File: src/hw/sipo_latch_pkg.sv
package sipo_latch_pkg;

    // ********************************************************
    // widths and reset values
    // ********************************************************
    localparam int          STAGE_COUNT    = 8;
    localparam logic [7:0]  SHIFT_RESET    = 8'h00;
    localparam logic [7:0]  STORE_RESET    = 8'h00;
    localparam int          SYNC_STAGES    = 2;
    localparam logic [1:0]  EDGE_RISE      = 2'h1;
    localparam logic [1:0]  EDGE_FALL      = 2'h2;

    // ********************************************************
    // timing of the bench link clock
    // ********************************************************
    localparam int          SYS_CLK_NS     = 20;
    localparam int          LINK_PERIOD_NS = 160;
    localparam int          LINK_HALF_CYC  = (LINK_PERIOD_NS / 2) / SYS_CLK_NS;

    typedef enum logic [1:0] {
        EDGE_NONE_S = 2'b00,
        EDGE_UP_S   = 2'b01,
        EDGE_DOWN_S = 2'b10
    } edge_kind_type;

endpackage

File: src/hw/serial_in_parallel_out_latch.sv
`timescale 1ns/1ns
module serial_in_parallel_out_latch
#(
    parameter int WIDTH = sipo_latch_pkg::STAGE_COUNT
) (
    input  wire logic             sys_clk,
    input  wire logic             nrst,
    input  wire logic             serial_in,
    input  wire logic             shift_clk,
    input  wire logic             shift_clear_n,
    input  wire logic             store_clk,
    input  wire logic             store_clear_n,
    output logic      [WIDTH-1:0] parallel_out,
    output logic                  cascade_out
);
    import sipo_latch_pkg::*;

    // ********************************************************
    // pin synchronisation
    // ********************************************************
    // bit order: 0 serial, 1 shift clock, 2 shift clear, 3 store
    // clock, 4 store clear; all five see the same delay so the
    // serial bit keeps its setup against the shift clock edge
    // limitation: a pin level held under one sys_clk period may
    // never reach the first flop and is then lost altogether
    logic [4:0] pins_now;
    logic [4:0] pins_old;

    pin_sync #(
        .WIDTH (5)
    ) u_sync (
        .sys_clk      (sys_clk),
        .nrst         (nrst),
        .pin_in       ({store_clear_n, store_clk, shift_clear_n,
                        shift_clk, serial_in}),
        .pin_sync_out (pins_now),
        .pin_prev     (pins_old)
    );

    // ********************************************************
    // edge classification
    // ********************************************************
    function automatic edge_kind_type edge_of(input logic now_v,
                                              input logic old_v);
        edge_kind_type k;
        k = EDGE_NONE_S;
        if (now_v && !old_v) begin
            k = EDGE_UP_S;
        end else if (!now_v && old_v) begin
            k = EDGE_DOWN_S;
        end
        return k;
    endfunction

    // ********************************************************
    // edge decode
    // ********************************************************
    wire edge_kind_type shift_edge = edge_of(pins_now[1], pins_old[1]);
    wire edge_kind_type store_edge = edge_of(pins_now[3], pins_old[3]);
    wire                shift_clr  = !pins_now[2];
    wire                store_clr  = !pins_now[4];
    wire                shift_rise = (shift_edge == EDGE_UP_S);
    wire                store_rise = (store_edge == EDGE_UP_S);

    logic [WIDTH-1:0] shift_reg;
    logic [WIDTH-1:0] shift_next;
    logic [WIDTH-1:0] store_reg;
    logic [WIDTH-1:0] store_next;

    // ********************************************************
    // shift register
    // ********************************************************
    // clear overrides any edge; falling edges fall through
    assign shift_next = shift_clr ? SHIFT_RESET
                      : shift_rise ? {shift_reg[WIDTH-2:0],
                                      pins_old[0]}
                      : shift_reg;

    // ********************************************************
    // storage register
    // ********************************************************
    // shift_reg is the value before this cycle's shift, so tied
    // clocks leave the store one shift behind
    assign store_next = store_clr ? STORE_RESET
                      : store_rise ? shift_reg
                      : store_reg;

    always_ff @(posedge sys_clk or negedge nrst) begin
        if (!nrst) begin
            shift_reg <= SHIFT_RESET;
            store_reg <= STORE_RESET;
        end else begin
            shift_reg <= shift_next;
            store_reg <= store_next;
        end
    end

    // outputs straight from flip-flops, loaded from the next
    // values so they move on the same edge as the registers;
    // costs a second copy of every store stage and of the last shift stage
    always_ff @(posedge sys_clk or negedge nrst) begin
        if (!nrst) begin
            parallel_out <= STORE_RESET;
            cascade_out  <= 1'b0;
        end else begin
            parallel_out <= store_next;
            cascade_out  <= shift_next[WIDTH-1];
        end
    end

    // ********************************************************
    // checks
    // ********************************************************
    a_shift_clear_zero: assert property (
        @(posedge sys_clk) disable iff (!nrst)
        shift_clr |=> (shift_reg == '0) && !cascade_out)
        else $error("shift clear did not zero the stages");

    a_store_clear_zero: assert property (
        @(posedge sys_clk) disable iff (!nrst)
        store_clr |=> (parallel_out == '0))
        else $error("store clear did not zero the outputs");

    a_shift_low_in: assert property (
        @(posedge sys_clk) disable iff (!nrst)
        (!shift_clr && shift_rise && !pins_old[0])
        |=> (shift_reg[0] == 1'b0)
            && (shift_reg[WIDTH-1:1] == $past(shift_reg[WIDTH-2:0])))
        else $error("low serial bit not shifted in");

    a_shift_high_in: assert property (
        @(posedge sys_clk) disable iff (!nrst)
        (!shift_clr && shift_rise && pins_old[0])
        |=> (shift_reg[0] == 1'b1)
            && (shift_reg[WIDTH-1:1] == $past(shift_reg[WIDTH-2:0])))
        else $error("high serial bit not shifted in");

    a_shift_hold_idle: assert property (
        @(posedge sys_clk) disable iff (!nrst)
        (!shift_clr && !shift_rise) |=> $stable(shift_reg))
        else $error("shift stages moved without a rising edge");

    a_store_capture: assert property (
        @(posedge sys_clk) disable iff (!nrst)
        (!store_clr && store_rise)
        |=> (parallel_out == $past(shift_reg)))
        else $error("store did not capture shift content");

    a_store_hold_idle: assert property (
        @(posedge sys_clk) disable iff (!nrst)
        (!store_clr && !store_rise) |=> $stable(parallel_out))
        else $error("store changed without a rising edge");

    a_cascade_last: assert property (
        @(posedge sys_clk) disable iff (!nrst)
        1'b1 |-> (cascade_out == shift_reg[WIDTH-1]))
        else $error("cascade output differs from last stage");

    a_tied_lag: assert property (
        @(posedge sys_clk) disable iff (!nrst)
        (!store_clr && !shift_clr && store_rise && shift_rise)
        |=> (parallel_out == $past(shift_reg))
            && (shift_reg == {$past(shift_reg[WIDTH-2:0]),
                              $past(pins_old[0])}))
        else $error("tied clocks did not leave store one behind");

    // ********************************************************
    // falling edges and separate clears
    // ********************************************************
    // a falling edge is checked apart from idle so that a decode
    // fault mixing the two kinds shows up here
    a_shift_fall_hold: assert property (
        @(posedge sys_clk) disable iff (!nrst)
        (!shift_clr && (shift_edge == EDGE_DOWN_S))
        |=> $stable(shift_reg))
        else $error("falling shift clock moved the stages");

    a_store_fall_hold: assert property (
        @(posedge sys_clk) disable iff (!nrst)
        (!store_clr && (store_edge == EDGE_DOWN_S))
        |=> $stable(parallel_out))
        else $error("falling store clock changed the outputs");

    // each clear reaches only its own register
    a_shift_own_clear: assert property (
        @(posedge sys_clk) disable iff (!nrst)
        (shift_clr && !store_clr && !store_rise)
        |=> $stable(parallel_out))
        else $error("shift clear disturbed the store");

    a_store_own_clear: assert property (
        @(posedge sys_clk) disable iff (!nrst)
        (store_clr && !shift_clr && !shift_rise)
        |=> $stable(shift_reg))
        else $error("store clear disturbed the shift stages");

    // a clear held across a rising edge still wins
    a_shift_clear_wins: assert property (
        @(posedge sys_clk) disable iff (!nrst)
        (shift_clr && shift_rise) |=> (shift_reg == '0))
        else $error("rising shift clock beat the shift clear");

    a_store_clear_wins: assert property (
        @(posedge sys_clk) disable iff (!nrst)
        (store_clr && store_rise) |=> (parallel_out == '0))
        else $error("rising store clock beat the store clear");

    // ********************************************************
    // outputs against the registers behind them
    // ********************************************************
    a_cascade_step: assert property (
        @(posedge sys_clk) disable iff (!nrst)
        (!shift_clr && shift_rise)
        |=> (cascade_out == $past(shift_reg[WIDTH-2])))
        else $error("cascade output did not take the stage before");

    a_store_out_match: assert property (
        @(posedge sys_clk) disable iff (!nrst)
        1'b1 |-> (parallel_out == store_reg))
        else $error("parallel outputs differ from the store");

endmodule

File: src/hw/pin_sync.sv
`timescale 1ns/1ns
module pin_sync #(
    parameter int WIDTH = 4
) (
    input  wire logic             sys_clk,
    input  wire logic             nrst,
    input  wire logic [WIDTH-1:0] pin_in,
    output logic      [WIDTH-1:0] pin_sync_out,
    output logic      [WIDTH-1:0] pin_prev
);
    // first stage read only by the second stage
    logic [WIDTH-1:0] meta_reg;

    always_ff @(posedge sys_clk or negedge nrst) begin
        if (!nrst) begin
            meta_reg     <= '0;
            pin_sync_out <= '0;
            pin_prev     <= '0;
        end else begin
            meta_reg     <= pin_in;
            pin_sync_out <= meta_reg;
            pin_prev     <= pin_sync_out;
        end
    end

endmodule

File: config.mk
export PLATFORM = sky130hd
export DESIGN_NAME = serial_in_parallel_out_latch
export DESIGN_NICKNAME = d
export VERILOG_FILES = /design/src/hw/sipo_latch_pkg.sv /design/src/hw/serial_in_parallel_out_latch.sv /design/src/hw/pin_sync.sv
export SDC_FILE = /design/constraint.sdc
export NUM_CORES = 1
export LEC_CHECK = 0
export ABC_AREA = 1
export ABC_CLOCK_PERIOD_IN_PS = 1100
export BUFFER_PORTS_ARGS = -buffer_cell sky130_fd_sc_hd__buf_4
export CELL_PAD_IN_SITES_DETAIL_PLACEMENT = 0
export CELL_PAD_IN_SITES_GLOBAL_PLACEMENT = 1
export CORE_ASPECT_RATIO = 1.25
export CORE_MARGIN = 3
export CORE_UTILIZATION = 42
export CTS_CLUSTER_DIAMETER = 100
export DETAILED_ROUTE_END_ITERATION = 10
export PLACE_DENSITY = 0.85
export SKIP_LAST_GASP = 1
export SYNTH_ARGS = -nofsm -noshare
export SYNTH_HDL_FRONTEND = slang
export SYNTH_SLANG_ARGS = --single-unit
File: constraint.sdc
create_clock -name sys_clk -period 1.1 [get_ports sys_clk]
set_input_delay 0.22 -clock sys_clk [delete_from_list [all_inputs] [get_ports sys_clk]]
set_output_delay 0.22 -clock sys_clk [all_outputs]
set_load 0.03 [all_outputs]
==> results.toml <==
[worst_setup_path]
critical_path_required_ns = 0.88
slowest_delay_ns = 0.41
crit_chain = "buf_6"
critical_path.max_fanout = 2
crit_type = "flip-flop to primary output"
crit_arrival_ns = 0.87
worst_path_max_delay_cell = "dfrtp_1"
path_delay_family = "flip-flops"
crit_buf_inv = 1
start_kind = "flip-flop"
worstSetupEndpointType = "primary output"

[detailed_routing]
wirelength_um = 1810
highest_layer = "met4"
drc = 0
met2_wirelength_um = 929
met1Wirelength_um = 724
wl_met3_um = 104
drtIter0Drc = 9
firstDrtPassIters = 4
drt-wirelength-per-cell_um = 10.7
detail-route-antenna-nets = 0
num_vias = 779
vias_per_cell = 4.61

[power]
p_leak_nw = 0.816
ir_worst_vdd_mv = 1.07
power_density_nw_per_um2 = 1270

[synthesis]
syn_area_per_cell_um2 = 10.5
synth_area_um2 = 1070
syn_nets = 109
synth_cell_types = 12
synth.top_cell.area_share = 0.681
synthCells = 102
synth-seq-area-share = 0.681
synth_warnings = 0
synth_seq_cells = 29
yosys.area.top_type = "dfrtp_1"
synth_area_leaders = "dfrtp_1 68%, nand2_1 14%, nand4_1 5.3%"

[finish]
drive_gt1_frac = 0.268
multi_input_area_um2 = 260
fin_cells = 169
ff_latch_area_um2 = 726
area.growth.synth_to_final_pct = 31.9
nets = 144
n_fill_cell = 198
diodes = 0
utilization = 0.610

[min_path]
min_path_type = "flip-flop to flip-flop"

[place]
dp_cells = 145
place_ws_ns = 0.173
post-dp-hpwl_um = 1110
gp_congestion = 0.801
port_buffers = 15

[floorplan]
die_h_um = 62.3
start_util = 0.462
die-area_um2 = 3180
die_w_um = 51.1
rows = 19
io_pins = 16
coreArea_um2 = 2310

[sta]
relSlewSlack = 0.763
setup_viol = 0
period_needed_ns = 1.09
clock.fmax_mhz = 914
final.setup_skew_ns = 0.0111
fin_crit_sh = 0.995
holdWs_ns = 0.353
worst_slew_pin_slew_ns = 0.355
layout_setup_ws_ns = 0.00545
final-max-slew-violation-count = 0
rsz0062_at_grt = "yes"
hold_viol_final = 0

[status]
status = "completed"

[clock_tree]
cts_buffers = 5
cts_tree = "done"
cts-root-buf = "clkbuf_4"
clkTransAtPathRegs_ns = 0.08
cts_buffer_depth = 2
clk_latency_ns = 0.32
cts_htree_levels = 2
cts_sinks = 29

[grt]
grt_pass1_wl_um = 3280
antenna_found_initial = 0
grt_use_total = 0.142
grt_max_degree = 30
grt_overflow_total = 0
grt_pass1_vias = 775

[job]
cap_violations = 0
## final cells by class
type	count	share of cell area
clock buffer	6	0.0294
clock inverter	2	0.00712
inverter	11	0.0294
multi-input combinational	58	0.185
sequential	29	0.516
tap	31	0.0276
timing repair buffer	32	0.206
## power breakdown
group	total, mW	leakage [nW]	internal [mW]	switching (mW)
Clock	0.580	0.0320	0.243	0.337
Combinational	0.0944	0.409	0.0394	0.0551
Sequential	1.11	0.375	1.09	0.0195
## layout by cell type, fill, tap and decap left out, drive strengths merged
cell type,count
dlygate4sd3,6
nand4,9
buf,26
nand2,41
inv,11
dfrtp,29
clkinv,2
nand3,8
clkbuf,6
## worst register-to-register path: cells and delay by family, from the launching register on
kind             cells  cell delay (ns)
AND/OR/NAND/NOR      3             0.27
flip-flops           1             0.56
## through the flow
stage	power (mW)	setup TNS, ns	instance area, um^2
floorplan	1.17	0	1070
global placement	1.21	0	1190
detailed placement	1.21	0	1190
CTS	1.82	-0.0276	1370
global route	1.89	-0.254	1410
finish	1.79	0	1410
## routing by layer
metal | vias up | global-route usage
li1 | 391 | -
met1 | 362 | 0.147
met2 | 19 | 0.224
met3 | 7 | 0.0742
met4 | 0 | 0.0808
met5 | - | 0
## worst paths after layout
kind	from	to	slack [ns]	cells past startpoint
setup / recovery	shift_reg[7]	cascade_out	0.005	1
hold / removal	u_sync.meta_reg[3]	u_sync.pin_sync_out[3]	0.35	0
setup reg to reg	u_sync.pin_sync_out[3]	parallel_out[6]	0.17	3
hold reg to reg	u_sync.meta_reg[3]	u_sync.pin_sync_out[3]	0.35	0
max in group asynchronous	nrst	shift_reg[7]	0.47	2
min in group asynchronous	nrst	shift_reg[2]	0.36	2
## synth_stat cells, drive strengths merged
| library cell | instances |
|---|---|
| buf | 4 |
| dfrtp | 29 |
| inv | 11 |
| nand2 | 41 |
| nand3 | 8 |
| nand4 | 9 |
## repair_timing
| action | CTS | global route |
|---|---|---|
| hold endpoints to repair | 34 | 0 |
| setup buffers | 6 | 4 |
| resized for setup | 8 | 1 |
| hold buffers | 6 | 0 |
| endpoints found under the setup margin | 9 | 9 |
## cells by family after synthesis
logic type             count (synthesis)  synth area share
buffers and inverters                 15            0.0751
DFF                                   29             0.681
and+or+nand+nor                       58             0.244
No activity file was read; power rests on OpenSTA's default activity.
